--- src/design/mfr_pkg.sv ---
/*
  constants for the mac filter / retry / pad control block: register map, field positions, reset values, counts.
  assumes a 32-bit classic wishbone slave with word addressing by byte address.
*/
package mfr_pkg;
  // register byte offsets
  localparam logic [7:0] ADDR_MAIN_CONTROL = 8'h04;
  localparam logic [7:0] ADDR_STATION_HI = 8'h08;
  localparam logic [7:0] ADDR_STATION_LO = 8'h0c;
  localparam logic [7:0] ADDR_HASH_HI = 8'h10;
  localparam logic [7:0] ADDR_HASH_LO = 8'h14;
  localparam logic [7:0] ADDR_OFFLOAD_CONTROL = 8'h34;
  localparam logic [7:0] ADDR_IRQ_STATUS = 8'h40;
  localparam logic [7:0] ADDR_IRQ_MASK = 8'h44;
  // main control field positions, and the offload control bit BIT_RX_COE
  localparam int BIT_HASH_ONLY = 15;
  localparam int BIT_HASH_PERFECT = 13;
  localparam int BIT_LATE_RETRY = 12;
  localparam int BIT_BROADCAST_REJECT_REJECT = 11;
  localparam int BIT_RETRY_DISABLE = 10;
  localparam int BIT_RESERVED9 = 9;
  localparam int BIT_PAD_STRIP = 8;
  localparam int BIT_RX_COE = 0;
  // writable bits of main control; bit 9 stays zero
  localparam logic [31:0] MAIN_CONTROL_MASK = 32'h0000_bd00;
  localparam logic [31:0] MAIN_CONTROL_RESET = 32'h0000_0000;
  localparam logic [47:0] STATION_RESET = 48'hffff_ffff_ffff;
  // irq status bits
  localparam int IRQ_RX_ACCEPT = 0;
  localparam int IRQ_RX_DROP = 1;
  localparam int IRQ_TX_DONE = 2;
  localparam int IRQ_TX_RETRY_ERR = 3;
  localparam int IRQ_TX_LATE_COLL = 4;
  localparam int IRQ_WIDTH = 5;
  // transmit attempts
  localparam logic [4:0] MAX_ATTEMPTS = 5'd16;
  // pad strip threshold in bytes, and fcs size
  localparam logic [15:0] MIN_PAYLOAD = 16'd46;
  localparam logic [15:0] FCS_BYTES = 16'd4;
endpackage

--- src/design/mfr_addr_filter.sv ---
/*
  destination address filter: perfect, hash and broadcast decisions for one frame.
  assumes the destination address is stable while rx_frame_valid is high; purely combinational.
*/
`timescale 1ns/100ps
module mfr_addr_filter (
  input wire logic [47:0] dest_addr, // destination, first transmitted byte in [7:0]
  input wire logic [47:0] station_addr, // programmed individual address
  input wire logic [63:0] hash_table, // multicast hash table
  input wire logic hash_or_perfect_select, // 1: hash filtering
  input wire logic hash_only_select, // 1: hash for individual too
  input wire logic broadcast_reject, // 1: drop broadcast
  output logic accept // frame passes
);
  logic is_multicast;
  logic is_broadcast;
  logic perfect_hit;
  logic hash_hit;
  logic [5:0] hash_index;

  // reflected crc32 over the address, low six bits index the table
  function automatic logic [5:0] mfr_hash(input logic [47:0] a);
    logic [31:0] crc;
    crc = 32'hffff_ffff;
    for (int i = 0; i < 48; i++) begin
      crc = (crc[0] ^ a[i]) ? ((crc >> 1) ^ 32'hedb8_8320) : (crc >> 1);
    end
    return crc[5:0];
  endfunction

  always_comb begin
    is_multicast = dest_addr[0];
    is_broadcast = (dest_addr == 48'hffff_ffff_ffff);
    perfect_hit = (dest_addr == station_addr);
    hash_index = mfr_hash(dest_addr);
    hash_hit = hash_table[hash_index];
    if (is_broadcast) begin
      accept = !broadcast_reject;
    end else if (!hash_or_perfect_select) begin
      accept = perfect_hit;
    end else if (is_multicast) begin
      accept = hash_hit;
    end else if (hash_only_select) begin
      accept = hash_hit;
    end else begin
      accept = perfect_hit;
    end
  end
endmodule // mfr_addr_filter

--- src/design/mfr_control.sv ---
/*
  mac control slice: main control register, receive filter decision, pad/fcs strip length, transmit retry policy.
  assumes a classic wishbone master on clock, and a frame path that presents one event per frame as one-cycle pulses.
*/
// Our own choices: register access over Wishbone and the placing of the registers.
// Functional notes
// - perfect mode: accept only station address match or broadcast
// - hash mode: multicast filtered by hash table
// - hash plus hash-only: individual hashed too
// - hash without hash-only: individual perfect filtered
// - late retry set: retransmit after late collision
// - late retry clear: abandon on late collision
// - late collision always reported in status
// - broadcast reject drops broadcast, else forward
// - retry disable: one attempt, retry error
// - otherwise up to sixteen attempts, then error
// - pad strip, length below 46: drop pad+fcs
// - length 46 or more passes unchanged
// - strip disabled: frames delivered unmodified
// - hash-only bit fifteen: imperfect for all
// - multicast when first destination bit set
`timescale 1ns/100ps
module mfr_control (
  input wire logic clock, // 20 mhz
  input wire logic nrst, // async reset, active low
  input wire logic wb_cyc_i, // wishbone cycle
  input wire logic wb_stb_i, // wishbone strobe
  input wire logic wb_we_i, // write enable
  input wire logic [7:0] wb_adr_i, // byte address
  input wire logic [3:0] wb_sel_i, // byte lanes
  input wire logic [31:0] wb_dat_i, // write data
  output logic [31:0] wb_dat_o, // read data
  output logic wb_ack_o, // acknowledge
  input wire logic rx_frame_valid, // pulse: destination and length ready
  input wire logic [47:0] rx_dest_addr, // received destination
  input wire logic [15:0] rx_length_field, // received length/type field
  input wire logic [15:0] rx_frame_bytes, // whole frame length incl. fcs
  output logic rx_decision_valid, // pulse: decision below valid
  output logic rx_accept, // frame goes to host
  output logic [15:0] rx_deliver_bytes, // bytes to hand on
  input wire logic tx_attempt_done, // pulse: attempt ended
  input wire logic tx_collision, // with done: collision seen
  input wire logic tx_late, // with done: collision was late
  output logic tx_retry, // pulse: send frame again
  output logic tx_frame_done, // pulse: frame finished
  output logic tx_status_retry_error, // status of finished frame
  output logic tx_status_late_collision, // status of finished frame
  output logic pad_strip_enable, // current strip setting
  output logic rx_checksum_offload_enable, // current offload setting
  output logic irq // level interrupt
);
  // ************************************************
  // reset and register bus
  // ************************************************
  logic rst_meta;
  logic rst_sync;
  always_ff @(posedge clock or negedge nrst) begin
    if (!nrst) begin
      rst_meta <= 1'b0;
      rst_sync <= 1'b0;
    end else begin
      rst_meta <= 1'b1;
      rst_sync <= rst_meta;
    end
  end
  wire logic rst_n = rst_sync;

  logic [31:0] mac_main_control;
  logic [47:0] station_addr;
  logic [63:0] hash_table;
  logic [31:0] checksum_offload_control;
  logic [mfr_pkg::IRQ_WIDTH-1:0] irq_status;
  logic [mfr_pkg::IRQ_WIDTH-1:0] irq_mask;
  logic [mfr_pkg::IRQ_WIDTH-1:0] irq_events;
  logic bus_req;
  logic wr_stb;
  logic rd_stb;

  function automatic logic [31:0] merge(input logic [31:0] old, input logic [31:0] nw, input logic [3:0] sel);
    logic [31:0] r;
    r = old;
    for (int b = 0; b < 4; b++) begin
      if (sel[b]) begin
        r[b*8 +: 8] = nw[b*8 +: 8];
      end
    end
    return r;
  endfunction

  assign bus_req = wb_cyc_i && wb_stb_i && !wb_ack_o;
  assign wr_stb = bus_req && wb_we_i;
  assign rd_stb = bus_req && !wb_we_i;

  always_ff @(posedge clock or negedge rst_n) begin
    if (!rst_n) begin
      wb_ack_o <= 1'b0;
    end else begin
      wb_ack_o <= bus_req;
    end
  end

  always_ff @(posedge clock or negedge rst_n) begin
    if (!rst_n) begin
      mac_main_control <= mfr_pkg::MAIN_CONTROL_RESET;
      station_addr <= mfr_pkg::STATION_RESET;
      hash_table <= '0;
      checksum_offload_control <= '0;
      irq_mask <= '0;
    end else if (wr_stb) begin
      unique case (wb_adr_i)
        mfr_pkg::ADDR_MAIN_CONTROL:
          mac_main_control <= merge(mac_main_control, wb_dat_i, wb_sel_i) & mfr_pkg::MAIN_CONTROL_MASK;
        mfr_pkg::ADDR_STATION_HI:
          station_addr[47:32] <= 16'(merge({16'h0000, station_addr[47:32]}, wb_dat_i, wb_sel_i));
        mfr_pkg::ADDR_STATION_LO: station_addr[31:0] <= merge(station_addr[31:0], wb_dat_i, wb_sel_i);
        mfr_pkg::ADDR_HASH_HI: hash_table[63:32] <= merge(hash_table[63:32], wb_dat_i, wb_sel_i);
        mfr_pkg::ADDR_HASH_LO: hash_table[31:0] <= merge(hash_table[31:0], wb_dat_i, wb_sel_i);
        mfr_pkg::ADDR_OFFLOAD_CONTROL:
          checksum_offload_control <= merge(checksum_offload_control, wb_dat_i, wb_sel_i) & 32'h0000_0001;
        mfr_pkg::ADDR_IRQ_MASK: irq_mask <= wb_dat_i[mfr_pkg::IRQ_WIDTH-1:0];
        default: ;
      endcase
    end
  end

  always_ff @(posedge clock or negedge rst_n) begin
    if (!rst_n) begin
      wb_dat_o <= '0;
    end else if (rd_stb) begin
      unique case (wb_adr_i)
        mfr_pkg::ADDR_MAIN_CONTROL: wb_dat_o <= mac_main_control;
        mfr_pkg::ADDR_STATION_HI: wb_dat_o <= {16'h0000, station_addr[47:32]};
        mfr_pkg::ADDR_STATION_LO: wb_dat_o <= station_addr[31:0];
        mfr_pkg::ADDR_HASH_HI: wb_dat_o <= hash_table[63:32];
        mfr_pkg::ADDR_HASH_LO: wb_dat_o <= hash_table[31:0];
        mfr_pkg::ADDR_OFFLOAD_CONTROL: wb_dat_o <= checksum_offload_control;
        mfr_pkg::ADDR_IRQ_STATUS: wb_dat_o <= {{(32-mfr_pkg::IRQ_WIDTH){1'b0}}, irq_status};
        mfr_pkg::ADDR_IRQ_MASK: wb_dat_o <= {{(32-mfr_pkg::IRQ_WIDTH){1'b0}}, irq_mask};
        default: wb_dat_o <= '0;
      endcase
    end
  end

  // ************************************************
  // interrupts
  // ************************************************
  // a read clears, but an event in the same cycle survives
  always_ff @(posedge clock or negedge rst_n) begin
    if (!rst_n) begin
      irq_status <= '0;
    end else if (rd_stb && wb_adr_i == mfr_pkg::ADDR_IRQ_STATUS) begin
      irq_status <= irq_events;
    end else begin
      irq_status <= irq_status | irq_events;
    end
  end
  assign irq = |(irq_status & irq_mask);

  // ************************************************
  // receive filter and pad strip
  // ************************************************
  logic filter_accept;
  logic hash_or_perfect_select;
  logic hash_only_select;
  logic broadcast_reject;
  logic late_collision_retry;
  logic retry_disable;
  assign hash_or_perfect_select = mac_main_control[mfr_pkg::BIT_HASH_PERFECT];
  assign hash_only_select = mac_main_control[mfr_pkg::BIT_HASH_ONLY];
  assign broadcast_reject = mac_main_control[mfr_pkg::BIT_BROADCAST_REJECT_REJECT];
  assign late_collision_retry = mac_main_control[mfr_pkg::BIT_LATE_RETRY];
  assign retry_disable = mac_main_control[mfr_pkg::BIT_RETRY_DISABLE];
  assign pad_strip_enable = mac_main_control[mfr_pkg::BIT_PAD_STRIP];
  assign rx_checksum_offload_enable = checksum_offload_control[mfr_pkg::BIT_RX_COE];

  mfr_addr_filter u_filter (
    .dest_addr(rx_dest_addr),
    .station_addr(station_addr),
    .hash_table(hash_table),
    .hash_or_perfect_select(hash_or_perfect_select),
    .hash_only_select(hash_only_select),
    .broadcast_reject(broadcast_reject),
    .accept(filter_accept)
  );

  always_ff @(posedge clock or negedge rst_n) begin
    if (!rst_n) begin
      rx_decision_valid <= 1'b0;
      rx_accept <= 1'b0;
      rx_deliver_bytes <= '0;
    end else begin
      rx_decision_valid <= rx_frame_valid;
      if (rx_frame_valid) begin
        rx_accept <= filter_accept;
        if (pad_strip_enable && rx_length_field < mfr_pkg::MIN_PAYLOAD) begin
          // header 14 + length, pad and fcs dropped
          rx_deliver_bytes <= rx_length_field + 16'd14;
        end else begin
          rx_deliver_bytes <= rx_frame_bytes;
        end
      end
    end
  end

  // ************************************************
  // transmit retry policy
  // ************************************************
  logic [4:0] attempts;
  logic give_up;
  logic do_retry;
  // a late collision on an earlier attempt still belongs to this frame's status
  logic late_seen;
  logic late_event;
  always_comb begin
    give_up = 1'b0;
    do_retry = 1'b0;
    if (tx_attempt_done && tx_collision) begin
      if (retry_disable) begin
        give_up = 1'b1;
      end else if (tx_late && !late_collision_retry) begin
        give_up = 1'b1;
      end else if (attempts + 5'd1 >= mfr_pkg::MAX_ATTEMPTS) begin
        give_up = 1'b1;
      end else begin
        do_retry = 1'b1;
      end
    end
  end

  always_ff @(posedge clock or negedge rst_n) begin
    if (!rst_n) begin
      attempts <= '0;
      tx_retry <= 1'b0;
      tx_frame_done <= 1'b0;
      tx_status_retry_error <= 1'b0;
      tx_status_late_collision <= 1'b0;
      late_seen <= 1'b0;
      late_event <= 1'b0;
    end else begin
      tx_retry <= do_retry;
      tx_frame_done <= tx_attempt_done && !do_retry;
      late_event <= tx_attempt_done && tx_collision && tx_late;
      if (tx_attempt_done && !do_retry) begin
        attempts <= '0;
        late_seen <= 1'b0;
        // retry error only when attempts were exhausted or disabled
        tx_status_retry_error <= give_up && (retry_disable || !(tx_late && !late_collision_retry));
        tx_status_late_collision <= late_seen || (tx_collision && tx_late);
      end else if (do_retry) begin
        attempts <= attempts + 5'd1;
        late_seen <= late_seen || tx_late;
      end
    end
  end

  assign irq_events = {late_event, tx_frame_done && tx_status_retry_error,
                       tx_frame_done, rx_decision_valid && !rx_accept, rx_decision_valid && rx_accept};

  // ************************************************
  // checks
  // ************************************************
  chk_retry_disable_one: assert property (@(posedge clock) disable iff (!rst_n)
    tx_attempt_done && tx_collision && retry_disable |=> tx_frame_done && tx_status_retry_error && !tx_retry)
    else $error("retry disabled but frame retried");
  chk_late_abandon: assert property (@(posedge clock) disable iff (!rst_n)
    tx_attempt_done && tx_collision && tx_late && !late_collision_retry |=> tx_frame_done && !tx_retry)
    else $error("late collision not abandoned");
  chk_late_status: assert property (@(posedge clock) disable iff (!rst_n)
    tx_attempt_done && tx_collision && tx_late && !do_retry |=> tx_status_late_collision)
    else $error("late collision not reported");
  chk_late_retry: assert property (@(posedge clock) disable iff (!rst_n)
    tx_attempt_done && tx_collision && tx_late && late_collision_retry && !retry_disable && attempts < 5'd15
    |=> tx_retry) else $error("late collision not retried");
  chk_attempt_limit: assert property (@(posedge clock) disable iff (!rst_n)
    attempts < mfr_pkg::MAX_ATTEMPTS) else $error("attempt count past limit");
  chk_pad_strip: assert property (@(posedge clock) disable iff (!rst_n)
    rx_frame_valid && pad_strip_enable && rx_length_field < 16'd46 |=> rx_deliver_bytes == $past(rx_length_field) + 16'd14)
    else $error("short frame not stripped");
  chk_no_strip: assert property (@(posedge clock) disable iff (!rst_n)
    rx_frame_valid && !pad_strip_enable |=> rx_deliver_bytes == $past(rx_frame_bytes))
    else $error("frame modified with strip off");
  chk_broadcast_reject_reject: assert property (@(posedge clock) disable iff (!rst_n)
    rx_frame_valid && rx_dest_addr == 48'hffff_ffff_ffff |=> rx_accept == !$past(broadcast_reject))
    else $error("broadcast decision wrong");
  chk_perfect_mode: assert property (@(posedge clock) disable iff (!rst_n)
    rx_frame_valid && !hash_or_perfect_select && rx_dest_addr != 48'hffff_ffff_ffff
    |=> rx_accept == ($past(rx_dest_addr) == $past(station_addr))) else $error("perfect filter wrong");
  chk_reserved_zero: assert property (@(posedge clock) disable iff (!rst_n)
    !mac_main_control[mfr_pkg::BIT_RESERVED9]) else $error("reserved bit set");
  chk_long_frame: assert property (@(posedge clock) disable iff (!rst_n)
    rx_frame_valid && pad_strip_enable && rx_length_field >= 16'd46 |=> rx_deliver_bytes == $past(rx_frame_bytes))
    else $error("long frame modified");
  chk_hash_mcast: assert property (@(posedge clock) disable iff (!rst_n)
    rx_frame_valid && hash_or_perfect_select && rx_dest_addr[0] && rx_dest_addr != 48'hffff_ffff_ffff
    && hash_table == 64'h0 |=> !rx_accept) else $error("multicast passed empty hash table");
  chk_ia_perfect: assert property (@(posedge clock) disable iff (!rst_n)
    rx_frame_valid && hash_or_perfect_select && !hash_only_select && !rx_dest_addr[0]
    |=> rx_accept == ($past(rx_dest_addr) == $past(station_addr))) else $error("individual address not perfect");
  cov_retry: cover property (@(posedge clock) disable iff (!rst_n) tx_retry);
  cov_retry_err: cover property (@(posedge clock) disable iff (!rst_n) tx_frame_done && tx_status_retry_error);
  cov_strip: cover property (@(posedge clock) disable iff (!rst_n) rx_frame_valid && pad_strip_enable);
  cov_irq: cover property (@(posedge clock) disable iff (!rst_n) irq);
  cov_late: cover property (@(posedge clock) disable iff (!rst_n) late_event && tx_retry);
endmodule // mfr_control

--- config.mk ---
export PLATFORM = sky130hd
export DESIGN_NAME = mfr_control
export DESIGN_NICKNAME = d
export VERILOG_FILES = /design/src/design/mfr_pkg.sv /design/src/design/mfr_addr_filter.sv /design/src/design/mfr_control.sv
export SDC_FILE = /design/constraint.sdc
export NUM_CORES = 1
export LEC_CHECK = 0
export BUFFER_PORTS_ARGS = -buffer_cell sky130_fd_sc_hd__buf_2
export CAP_MARGIN = 20
export CORE_MARGIN = 4
export CORE_UTILIZATION = 53
export DETAILED_ROUTE_END_ITERATION = 7
export GPL_TIMING_DRIVEN = 0
export PLACE_DENSITY = 0.82
export SYNTH_ARGS = -nofsm -noshare
export SYNTH_HDL_FRONTEND = slang
export SYNTH_HIERARCHICAL = 1
export SYNTH_SLANG_ARGS = --single-unit
--- constraint.sdc ---
create_clock -name clock -period 5.45 [get_ports clock]
set_input_delay 1.635 -clock clock [delete_from_list [all_inputs] [get_ports clock]]
set_output_delay 1.635 -clock clock [all_outputs]
set_load 0.03 [all_outputs]
; ---- Yosys cells after proc, flatten, opt, wreduce, memory -nomap -nowiden
; Cells that the tools add are included.
[word_totals]
regBits = 193
elab_cells = 256
out_inout_bits = 58
in_bits = 133
[classes]
reduce_logical = 44
eq_ne = 10
n_addsub = 2
n_bitwise = 96
n_lt_le_gt_ge = 3
mux = 69
[ops]
columns = operator, n
row1 = two-way mux 32 bit, 22
row2 = NOT 13 -> 14 bit, 21
row3 = one-hot mux 32 bit (8 select lines), 1
row4 = two-way mux 16 bit, 5
row5 = two-way mux 10 bit, 6
row6 = two-way mux 28 bit, 2
row7 = two-way mux 25 bit, 2
row8 = == test 48 bit, 1
row9 = == test 48 bit (second input constant), 1
row10 = AND reduction 3 bit, 16
row11 = XOR 1 bit, 47
row12 = two-way mux 22 bit, 2
row13 = two-way mux 31 bit, 1
row14 = two-way mux 30 bit, 1
row15 = two-way mux 27 bit, 1
row16 = two-way mux 24 bit, 1
row17 = NOT 11 bit, 2
row18 = two-way mux 21 bit, 1
row19 = two-way mux 20 bit, 1
row20 = two-way mux 6 bit, 3
row21 = NOT 3 bit, 6
row22 = NOT 9 bit, 2
row23 = adder 16 x 4 -> 16 bit (second input constant), 1
row24 = == test 8 x 4 -> 1 bit (second input constant), 2
row25 = 30 further kinds, 76

; ---- Longest topological paths before layout
; Gate-level depths: netlist of run 1.
[logic_depth]
depth_word = 101
depth_mapped = 17
ltp_nobuf = 15

; ---- Hierarchy
; The synthesis of run 1 kept the hierarchy.
[by_module_without_submodules]
columns = mod, area_per_inst_um2, instances, seq_area_each_um2, cells_each
row1 = mfr_control, 8635.8, 1, 4889.7, 696
row2 = mfr_addr_filter, 3915.0, 1, 0.0, 350

; ---- Worst setup path before layout of run 1
; OpenSTA, ideal clock, no wires.
[synth_timing]
path_type = input to register
start = in rx_dest_addr[2]
end = reg rx_accept
cell_stages = 15
t_required_ns = 5.325
t_arrival_ns = 6.041
setup_slack_ns = -0.716
setup_time_ns = 0.125
n_path_buf = 1
cell_sequence = ha_1 -> xnor2_2 -> xnor3_1 -> xnor2_1 -> xnor2_1 -> xnor3_2 -> xnor2_2 -> xnor3_2 -> buf_6 -> mux4_2 -> mux4_2 -> mux2i_1 -> or3_1 -> o211ai_2 -> mux2_2
[synth_via]
elab_chain_len = 70
elab_cells_between_ends = 133
cone_classes = eq/ne: 2 / mux: 52 / bitwise: 79
[synth_lines]
columns = item, line
row1 = start: declaration, mfr_control.sv:35  ; input wire logic [47:0] rx_dest_addr,
row2 = branches (longest 69 deep; another with two-way mux 32 bit), n/a
row3 = two-way mux 1 bit (*), mfr_addr_filter.sv:37  ; if (is_broadcast) begin
row4 = named net filter_accept, mfr_control.sv:162  ; logic filter_accept;
row5 = end signal: assignment, mfr_control.sv:194  ; rx_accept <= filter_accept;
row6 = end: declaration, mfr_control.sv:39  ; output logic rx_accept,
; Mark *: on every way through the listed nets, which the timed path passes. The select of a mux whose other input is x is not followed.
; A chain may end at the register's enable or synchronous reset.

; ---- Worst setup path in the final report of run 1
[layout_timing]
start = in rx_dest_addr[5]
end = reg rx_accept
[layout_via]
elab_chain_len = 67
elab_cells_between_ends = 124
cone_classes = eq/ne: 2 / mux: 49 / bitwise: 73
[layout_lines]
columns = item, line
row1 = XOR 1 bit, mfr_addr_filter.sv:26  ; crc = (crc[0] ^ a[i]) ? ((crc >> 1) ^ 32'hedb8_8320) : (crc >> 1);
row2 = two-way mux 32 bit, mfr_addr_filter.sv:26
row3 = NOT 13 -> 14 bit (no line), n/a
row4 = two-way mux 32 bit, mfr_addr_filter.sv:26
row5 = two-way mux 32 bit / NOT 13 -> 14 bit (equally long branches), n/a
row6 = two-way mux 32 bit, mfr_addr_filter.sv:26
row7 = NOT 13 -> 14 bit (no line) / two-way mux 32 bit (equally long branches), n/a
row8 = two-way mux 32 bit / NOT 13 -> 14 bit (equally long branches), n/a
row9 = [52 not listed], n/a
row10 = two-way mux 6 bit, mfr_addr_filter.sv:26
row11 = binary-select mux 1 bit (select 6 bit), mfr_addr_filter.sv:36  ; hash_hit = hash_table[hash_index];
row12 = two-way mux 1 bit (not written as such), mfr_addr_filter.sv:36
row13 = two-way mux 1 bit, mfr_addr_filter.sv:43  ; end else if (hash_only_select) begin
row14 = two-way mux 1 bit, mfr_addr_filter.sv:41  ; end else if (is_multicast) begin
row15 = two-way mux 1 bit, mfr_addr_filter.sv:39  ; end else if (!hash_or_perfect_select) begin
row16 = two-way mux 1 bit (*), mfr_addr_filter.sv:37
row17 = named net filter_accept, mfr_control.sv:162
; Mark *: on every way through the listed nets, which the timed path passes. The rest lies on a longest branch. The select of a mux whose other input is x is not followed.

==> results of run 1 <==
-- cell type report --
type | count | area share
clock buffers | 19 | 0.0301
clock inverters | 13 | 0.00706
well taps | 319 | 0.0259
diodes | 1 | 0.000162
plain buffers | 53 | 0.0242
inverters | 12 | 0.00292
repair buffers | 213 | 0.0818
flip-flops and latches | 193 | 0.317
multi-input cells | 788 | 0.511
-- worst max path at each step --
stage	endpoint	slack (ns)	cells past startpoint
floorplan	rx_accept$_DFFE_PN0P_	-0.36	15
global placement	rx_accept$_DFFE_PN0P_	-1.42	16
detailed placement	rx_accept$_DFFE_PN0P_	-1.46	16
CTS	rx_accept$_DFFE_PN0P_	-0.36	16
global route	rx_accept$_DFFE_PN0P_	-0.46	16
finish	rx_accept$_DFFE_PN0P_	-0.44	18
-- kinds of logic (layout without fill, tap and decap cells) --
group / Yosys count / after routing
xor+xnor: 243 / 243
simple gates: 207 / 207
mux: 195 / 195
flops: 193 / 193
compound gates: 137 / 137
buf+inv: 65 / 310
fa+ha+maj: 5 / 5
other cells: 1 / 2
-- placed cells by master, fill, tap and decap left out, drive strengths merged, types with 22 or more instances in the layout --
cell,Yosys,final
a21oi,25,25
o21ai,37,37
nand2,68,68
mux2,135,135
dfrtp,145,145
xnor3,38,38
xnor2,140,140
mux2i,48,48
buf,22,235
nor2,33,33
clkbuf,31,50
xor2,56,56
inv,12,22
dfstp,48,48
-- repair_timing --
action,in CTS,in global routing
cloned,0,1
endpoints found under the setup margin,1,1
setup buffers,22,11
hold buffers,0,0
pin swaps,23,27
resized for setup,45,32
-- metrics by stage --
stage	instances	TNS, ns	area (µm²)	hold slack [ns]
global placement	1542	-1.42	14100	0.336
global route	1611	-0.464	15400	0.374
floorplan	1046	-0.360	12800	0.331
finish	1611	-0.443	15400	0.361
detailed placement	1544	-1.46	14200	0.342
CTS	1598	-0.364	15200	0.365
-- flip-flops by register name, indices dropped and copies added, names as in the netlist --
name,cells
hash_table,64
station_addr,48
wb_dat_o,32
rx_deliver_bytes,16
mac_main_control,6
attempts,5
irq_mask,5
irq_status,5
checksum_offload_control,1
late_event,1
late_seen,1
rst_meta,1
rst_n,1
rx_accept,1
rx_decision_valid,1
tx_frame_done,1
tx_retry,1
tx_status_late_collision,1
tx_status_retry_error,1
wb_ack_o,1
-- per-layer routing --
layer	vias up	global-route usage	wire, µm
met4	4	0.137	1950
met5	-	0	26
met1	4772	0.362	14500
met2	573	0.495	19000
li1	4198	-	-
met3	118	0.0708	3720
==> impl_metrics.xml, run 1 <==
<?xml version="1.0" encoding="UTF-8"?>
<metrics>
  <group name="status">
    <metric name="violations" unit="">setup timing</metric>
    <metric name="run_status" unit="">finished with violations</metric>
  </group>
  <group name="timing">
    <metric name="max_freq" unit="GHz">0.170</metric>
    <metric name="worst_slack" unit="ns">-0.443</metric>
    <metric name="worst_pin_slew" unit="ns">0.848</metric>
    <metric name="setup_viol" unit="">1</metric>
    <metric name="timing.final.crit_period" unit="ns">5.89</metric>
    <metric name="worst_clock_skew" unit="ns">0.0115</metric>
    <metric name="slew-limit-headroom" unit="">0.433</metric>
    <metric name="unrepaired_setup_endpoints_after_global_routing" unit="">yes</metric>
    <metric name="timing.final.crit_share" unit="">1.08</metric>
    <metric name="slew_viol_final" unit="">0</metric>
    <metric name="final_hold_viol_count" unit="">0</metric>
  </group>
  <group name="synthesis">
    <metric name="synth-seq-area-share" unit="">0.390</metric>
    <metric name="synth-adder-area-share" unit="">0.00498</metric>
    <metric name="netlist.area_leader.share" unit="">0.289</metric>
    <metric name="postSynthCellCount" unit="">1046</metric>
    <metric name="yosys_warnings" unit="">6</metric>
    <metric name="netlist_top_cells_count" unit="">145 x sky130_fd_sc_hd__dfrtp_1, 132 x sky130_fd_sc_hd__mux2_2, 127 x sky130_fd_sc_hd__xnor2_1, 68 x sky130_fd_sc_hd__nand2_1, 56 x sky130_fd_sc_hd__xor2_1</metric>
    <metric name="total_nets_after_synthesis" unit="">1184</metric>
    <metric name="ys_top_cells_by_area" unit="">sky130_fd_sc_hd__dfrtp_1 29%, sky130_fd_sc_hd__mux2_2 12%, sky130_fd_sc_hd__dfstp_2 10%, sky130_fd_sc_hd__xnor2_1 8.9%, sky130_fd_sc_hd__xnor3_1 5.2%</metric>
    <metric name="syn_avg_cell_area" unit="µm²">12.0</metric>
    <metric name="synthArstFlopShare" unit="">1.00</metric>
    <metric name="synth_compound_gate_area_share" unit="">0.0742</metric>
    <metric name="synth_simple_gate_area_frac" unit="">0.0885</metric>
    <metric name="mappedNetlistArea" unit="mm²">0.0126</metric>
    <metric name="netlist-cell-type-count" unit="">72</metric>
    <metric name="synth-edff-count" unit="">0</metric>
    <metric name="register_bit_total_from_synthesis" unit="">193</metric>
    <metric name="post-synth-top-area-cell" unit="">sky130_fd_sc_hd__dfrtp_1</metric>
    <metric name="post_synth_mux_area_share" unit="">0.183</metric>
    <metric name="synth-xor-area-share" unit="">0.233</metric>
    <metric name="synth_ff_type" unit="">sky130_fd_sc_hd__dfrtp_1</metric>
    <metric name="dominant_combinational_cell_family_by_area_after_synthesis" unit="">XOR/XNOR gates</metric>
    <metric name="synth.most_common_cell" unit="">sky130_fd_sc_hd__dfrtp_1</metric>
  </group>
  <group name="setup_path">
    <metric name="critPathArrivalTime" unit="ns">6.21</metric>
    <metric name="worst_r2r_endpoint" unit="">station_addr[40]$_DFFE_PN1P_</metric>
    <metric name="critical-path-slowest-cell" unit="">sky130_fd_sc_hd__mux4_2</metric>
    <metric name="crit_path_end_kind" unit="">flip-flop</metric>
    <metric name="worstSetupStartpoint" unit="">rx_dest_addr[5]</metric>
    <metric name="cp_cell_sequence" unit="">buf_4 &gt; ha_4 &gt; xnor2_4 &gt; buf_6 &gt; xnor2_4 &gt; xnor3_2 &gt; xnor2_2 &gt; xnor3_2 &gt; xnor2_4 &gt; buf_4 &gt; xnor3_2 &gt; buf_8 &gt; mux4_2 &gt; mux4_2 &gt; mux2i_1 &gt; or3_4 &gt; o211ai_4 &gt; mux2_4</metric>
    <metric name="critPathMaxFanout" unit="">3</metric>
    <metric name="crit_family" unit="">XOR/XNOR gates</metric>
    <metric name="slowest_delay" unit="ns">0.56</metric>
    <metric name="crit_path_start_kind" unit="">input pin</metric>
    <metric name="reg2reg_from" unit="">wb_ack_o$_DFF_PN0_</metric>
    <metric name="required" unit="ns">5.77</metric>
    <metric name="r2r.worst_path.cells" unit="">7</metric>
    <metric name="reg2reg_setup_slack" unit="ns">2.97</metric>
    <metric name="path_class" unit="">in2reg</metric>
    <metric name="worst_path_buffer_plus_inverter_count" unit="">4</metric>
  </group>
  <group name="routing">
    <metric name="drt_drc_violations_left" unit="">0</metric>
    <metric name="avgRoutedWirePerCell" unit="µm">24.3</metric>
    <metric name="drtAntennaViolNets" unit="">0</metric>
    <metric name="iteration_0_drc_markers" unit="">850</metric>
    <metric name="viasPerCell" unit="">6.00</metric>
    <metric name="detailroute.via_count" unit="">9665</metric>
    <metric name="detailedRoute.firstPassIterationCount" unit="">5</metric>
    <metric name="postRouteWirelength" unit="µm">39200</metric>
  </group>
  <group name="die">
    <metric name="start_util" unit="">0.536</metric>
    <metric name="io_pins" unit="">191</metric>
    <metric name="placement_rows" unit="">56</metric>
    <metric name="dieWidth" unit="µm">162</metric>
    <metric name="core-area" unit="mm²">0.0234</metric>
    <metric name="floorplan.die_area" unit="mm²">0.0262</metric>
    <metric name="die-height" unit="µm">162</metric>
  </group>
  <group name="placement">
    <metric name="place_worst_setup_slack" unit="ns">-1.46</metric>
    <metric name="place_hpwl" unit="µm">29300</metric>
    <metric name="io_buffer_count" unit="">177</metric>
    <metric name="gpl.final_weighted_congestion" unit="">0.957</metric>
  </group>
  <group name="cts">
    <metric name="clk_pin_slew" unit="ns">0.07</metric>
    <metric name="cts_root_buffer" unit="">sky130_fd_sc_hd__clkbuf_16</metric>
    <metric name="tritoncts" unit="">built</metric>
    <metric name="clock_sink_count" unit="">193</metric>
    <metric name="cts_max_path_bufs" unit="">2</metric>
    <metric name="cts_inserted_buffers" unit="">17</metric>
    <metric name="cts.htree.levels" unit="">4</metric>
    <metric name="worstSkewPairLatency" unit="ns">0.44</metric>
  </group>
  <group name="cells_and_area">
    <metric name="nFillCells" unit="">1762</metric>
    <metric name="area_growth" unit="%">22.9</metric>
    <metric name="layout.core_utilization" unit="">0.659</metric>
    <metric name="final-seq-area" unit="mm²">0.00489</metric>
    <metric name="multiInputGateArea" unit="mm²">0.00788</metric>
    <metric name="drive_above_1_share" unit="">0.432</metric>
    <metric name="finish.net_count" unit="">1416</metric>
  </group>
  <group name="worst_hold_path">
    <metric name="hold-path-cell-count" unit="">0</metric>
    <metric name="min_to" unit="">rst_n$_DFF_PN0_</metric>
    <metric name="hold_path_startpoint" unit="">rst_meta$_DFF_PN0_</metric>
    <metric name="min_delay_path_class" unit="">reg2reg</metric>
  </group>
  <group name="grt">
    <metric name="grt_overflow" unit="">0</metric>
    <metric name="via_count_of_the_first_global_routing_pass" unit="">10154</metric>
    <metric name="number_of_antenna_violations_at_the_first_check_in_global_routing" unit="">3</metric>
    <metric name="grt_max_degree" unit="">75</metric>
    <metric name="wire_length_of_the_first_global_routing_pass" unit="µm">58900</metric>
    <metric name="grt_use_total" unit="">0.295</metric>
  </group>
  <group name="flow_run">
    <metric name="maxCapViolations" unit="">0</metric>
  </group>
</metrics>
Power of run 1 is left out: the tool's default activity adds up to more than one toggle a clock period on the data nets, which glitch-free logic cannot reach.
==> inputs of run 2 (changes only) <==
--- a/config.mk
+++ b/config.mk
@@ -8,11 +8,11 @@
 export BUFFER_PORTS_ARGS = -buffer_cell sky130_fd_sc_hd__buf_2
 export CAP_MARGIN = 20
 export CORE_MARGIN = 4
-export CORE_UTILIZATION = 53
+export CORE_UTILIZATION = 28
 export DETAILED_ROUTE_END_ITERATION = 7
 export GPL_TIMING_DRIVEN = 0
-export PLACE_DENSITY = 0.82
+export PLACE_DENSITY = 0.51
 export SYNTH_ARGS = -nofsm -noshare
 export SYNTH_HDL_FRONTEND = slang
-export SYNTH_HIERARCHICAL = 1
 export SYNTH_SLANG_ARGS = --single-unit
+export TNS_END_PERCENT = 100
==> impl_metrics.xml, run 2 <==
<?xml version="1.0" encoding="UTF-8"?>
<metrics>
  <group name="status">
    <metric name="run_status" unit="">finished clean</metric>
  </group>
  <group name="routing">
    <metric name="iteration_0_drc_markers" unit="">632</metric>
    <metric name="drt_drc_violations_left" unit="">0</metric>
    <metric name="detailedRoute.firstPassIterationCount" unit="">6</metric>
    <metric name="avgRoutedWirePerCell" unit="µm">23.3</metric>
    <metric name="drtAntennaViolNets" unit="">0</metric>
    <metric name="detailroute.via_count" unit="">8952</metric>
    <metric name="postRouteWirelength" unit="µm">41700</metric>
    <metric name="viasPerCell" unit="">5.00</metric>
  </group>
  <group name="cts">
    <metric name="cts_hold_buf" unit="">0</metric>
    <metric name="clock_sink_count" unit="">193</metric>
    <metric name="clk_pin_slew" unit="ns">0.07</metric>
    <metric name="cts.htree.levels" unit="">4</metric>
    <metric name="tritoncts" unit="">built</metric>
    <metric name="cts_max_path_bufs" unit="">2</metric>
    <metric name="worstSkewPairLatency" unit="ns">0.46</metric>
    <metric name="cts_inserted_buffers" unit="">17</metric>
    <metric name="cts_root_buffer" unit="">sky130_fd_sc_hd__clkbuf_16</metric>
  </group>
  <group name="synthesis">
    <metric name="ys_top_cells_by_area" unit="">sky130_fd_sc_hd__dfrtp_1 30%, sky130_fd_sc_hd__mux2_2 13%, sky130_fd_sc_hd__dfstp_2 11%, sky130_fd_sc_hd__xnor2_1 9.0%, sky130_fd_sc_hd__xnor3_1 6.0%</metric>
    <metric name="netlist_top_cells_count" unit="">145 x sky130_fd_sc_hd__dfrtp_1, 140 x sky130_fd_sc_hd__mux2_2, 122 x sky130_fd_sc_hd__xnor2_1, 64 x sky130_fd_sc_hd__xor2_1, 56 x sky130_fd_sc_hd__nor2_1</metric>
    <metric name="postSynthCellCount" unit="">981</metric>
    <metric name="synth.most_common_cell" unit="">sky130_fd_sc_hd__dfrtp_1</metric>
    <metric name="post-synth-top-area-cell" unit="">sky130_fd_sc_hd__dfrtp_1</metric>
    <metric name="syn_avg_cell_area" unit="µm²">12.2</metric>
    <metric name="synth-seq-area-share" unit="">0.410</metric>
    <metric name="synth-edff-count" unit="">0</metric>
    <metric name="register_bit_total_from_synthesis" unit="">193</metric>
    <metric name="mappedNetlistArea" unit="mm²">0.0119</metric>
    <metric name="netlist.area_leader.share" unit="">0.304</metric>
    <metric name="yosys_warnings" unit="">0</metric>
    <metric name="synth_ff_type" unit="">sky130_fd_sc_hd__dfrtp_1</metric>
    <metric name="netlist-cell-type-count" unit="">55</metric>
    <metric name="synthArstFlopShare" unit="">1.00</metric>
    <metric name="total_nets_after_synthesis" unit="">1119</metric>
  </group>
  <group name="cells_and_area">
    <metric name="reg_top3" unit="">hash_table: 64 flops, station_addr: 48 flops, wb_dat_o: 32 flops</metric>
    <metric name="registers.top_by_ff_count" unit="">hash_table</metric>
    <metric name="area_growth" unit="%">27.5</metric>
    <metric name="finish.net_count" unit="">1374</metric>
    <metric name="layout.cells.most_common_list" unit="">182 x sky130_fd_sc_hd__buf_2, 144 x sky130_fd_sc_hd__dfrtp_1, 140 x sky130_fd_sc_hd__mux2_2</metric>
    <metric name="largest_register_ff_count" unit="">64</metric>
    <metric name="layoutNonFillerInstCount" unit="">1789</metric>
    <metric name="drive_above_1_share" unit="">0.452</metric>
    <metric name="layout_commonest_cell" unit="">sky130_fd_sc_hd__buf_2</metric>
  </group>
  <group name="worst_hold_path">
    <metric name="min_delay_path_class" unit="">reg2async</metric>
  </group>
  <group name="timing">
    <metric name="timing.final.crit_share" unit="">0.993</metric>
    <metric name="max_freq" unit="GHz">0.185</metric>
    <metric name="final_hold_viol_count" unit="">0</metric>
    <metric name="slew-limit-headroom" unit="">0.369</metric>
    <metric name="slew_viol_final" unit="">0</metric>
    <metric name="timing.final.crit_period" unit="ns">5.41</metric>
    <metric name="worst_clock_skew" unit="ns">0.0197</metric>
    <metric name="setup_viol" unit="">0</metric>
    <metric name="worst_pin_slew" unit="ns">0.944</metric>
    <metric name="worst_hold_slack" unit="ns">0.257</metric>
    <metric name="totalNegativeSetupSlack" unit="ns">0</metric>
  </group>
  <group name="setup_path">
    <metric name="crit_path_start_kind" unit="">input pin</metric>
    <metric name="critPathArrivalTime" unit="ns">5.78</metric>
    <metric name="required" unit="ns">5.82</metric>
    <metric name="crit_path_end_kind" unit="">flip-flop</metric>
    <metric name="path_class" unit="">in2reg</metric>
    <metric name="r2r.worst_path.cells" unit="">7</metric>
    <metric name="critPathMaxFanout" unit="">7</metric>
  </group>
  <group name="flow_run">
    <metric name="maxCapViolations" unit="">0</metric>
  </group>
  <group name="die">
    <metric name="core-area" unit="mm²">0.0420</metric>
    <metric name="dieWidth" unit="µm">214</metric>
    <metric name="start_util" unit="">0.284</metric>
    <metric name="die-height" unit="µm">214</metric>
    <metric name="io_pins" unit="">191</metric>
    <metric name="floorplan.die_area" unit="mm²">0.0459</metric>
    <metric name="placement_rows" unit="">75</metric>
  </group>
  <group name="placement">
    <metric name="place_hpwl" unit="µm">32500</metric>
    <metric name="gpl.final_weighted_congestion" unit="">0.847</metric>
    <metric name="placed_cells" unit="">1706</metric>
    <metric name="io_buffer_count" unit="">179</metric>
  </group>
  <group name="grt">
    <metric name="grt_max_degree" unit="">70</metric>
    <metric name="grt_overflow" unit="">0</metric>
    <metric name="via_count_of_the_first_global_routing_pass" unit="">9232</metric>
    <metric name="grt_use_total" unit="">0.176</metric>
    <metric name="number_of_antenna_violations_at_the_first_check_in_global_routing" unit="">6</metric>
    <metric name="wire_length_of_the_first_global_routing_pass" unit="µm">60500</metric>
  </group>
</metrics>
## run 2: cell families (layout without fill, tap and decap cells)
family / Yosys count / count (layout) / share of synthesized area
AND/OR/NAND/NOR: 174 / 174 / 0.0693
other: 1 / 2 / 0.000315
flip-flops: 193 / 193 / 0.410
XOR/XNOR: 244 / 244 / 0.242
adder cells (fa/ha/maj): 5 / 5 / 0.00525
buffers and inverters: 66 / 334 / 0.0254
AO/OA/AOI/OAI: 117 / 117 / 0.0681
multiplexers: 181 / 181 / 0.179
## run 2: critical path, cell delays in order
cell and delay [ns]:
sky130_fd_sc_hd__buf_4 0.17, sky130_fd_sc_hd__xnor3_2 0.45, sky130_fd_sc_hd__buf_4 0.17, sky130_fd_sc_hd__xor2_4 0.19
sky130_fd_sc_hd__buf_4 0.16, sky130_fd_sc_hd__xor2_4 0.18, sky130_fd_sc_hd__buf_4 0.18, sky130_fd_sc_hd__xnor3_2 0.42
sky130_fd_sc_hd__xor2_4 0.21, sky130_fd_sc_hd__xor2_2 0.21, sky130_fd_sc_hd__xor3_4 0.41, sky130_fd_sc_hd__buf_12 0.18
sky130_fd_sc_hd__mux2i_1 0.13, sky130_fd_sc_hd__mux4_2 0.52, sky130_fd_sc_hd__a311o_1 0.38, sky130_fd_sc_hd__o221ai_2 0.14
## run 2: timing repair
item | in CTS | in global routing
buffers inserted | 24 | 25
resized for setup | 46 | 52
pin swaps | 19 | 33
setup endpoints to repair | 1 | 1
## run 2: per-stage QoR
step / utilization / area [µm²] / setup slack [ns]
finish: 0.362 / 15200 / 0.0392
global route: 0.362 / 15200 / -0.0403
CTS: 0.349 / 14700 / 0.00957
detailed placement: 0.324 / 13600 / -1.22
global placement: 0.321 / 13500 / -1.20
floorplan: - / 11900 / -0.222
## run 2: path summary, 6_finish.rpt
check                              startpoint                               to  slack, ns
max                           rx_dest_addr[7]            rx_accept$_DFFE_PN0P_       0.04
min                           rst_n$_DFF_PN0_  rx_deliver_bytes[6]$_DFFE_PN0P_       0.26
max reg2reg                wb_ack_o$_DFF_PN0_        hash_table[0]$_DFFE_PN0P_       2.79
min reg2reg                   rst_n$_DFF_PN0_  rx_deliver_bytes[6]$_DFFE_PN0P_       0.26
max in group asynchronous     rst_n$_DFF_PN0_     station_addr[31]$_DFFE_PN1P_       4.18
min in group clock         rst_meta$_DFF_PN0_                  rst_n$_DFF_PN0_       0.35
## run 2: routing by layer
metal  vias to the layer above  global-route usage  share of wire
met1                      4583               0.229           0.43
met3                        59              0.0434          0.056
li1                       4043                   -              -
met2                       257               0.292           0.49
met4                        10              0.0525          0.020
met5                         -                   0         0.0015
## run 2: final cells by class
cell class / instances / area (µm²)
fill: 4200 / 26800
multi-input combinational: 722 / 7230
sequential: 193 / 4890
timing repair buffer: 236 / 1440
tap: 539 / 674
clock buffer: 21 / 493
buffer: 47 / 294
clock inverter: 11 / 101
inverter: 19 / 71.3
antenna: 1 / 2.50
Power of run 2 is left out for the same reason.
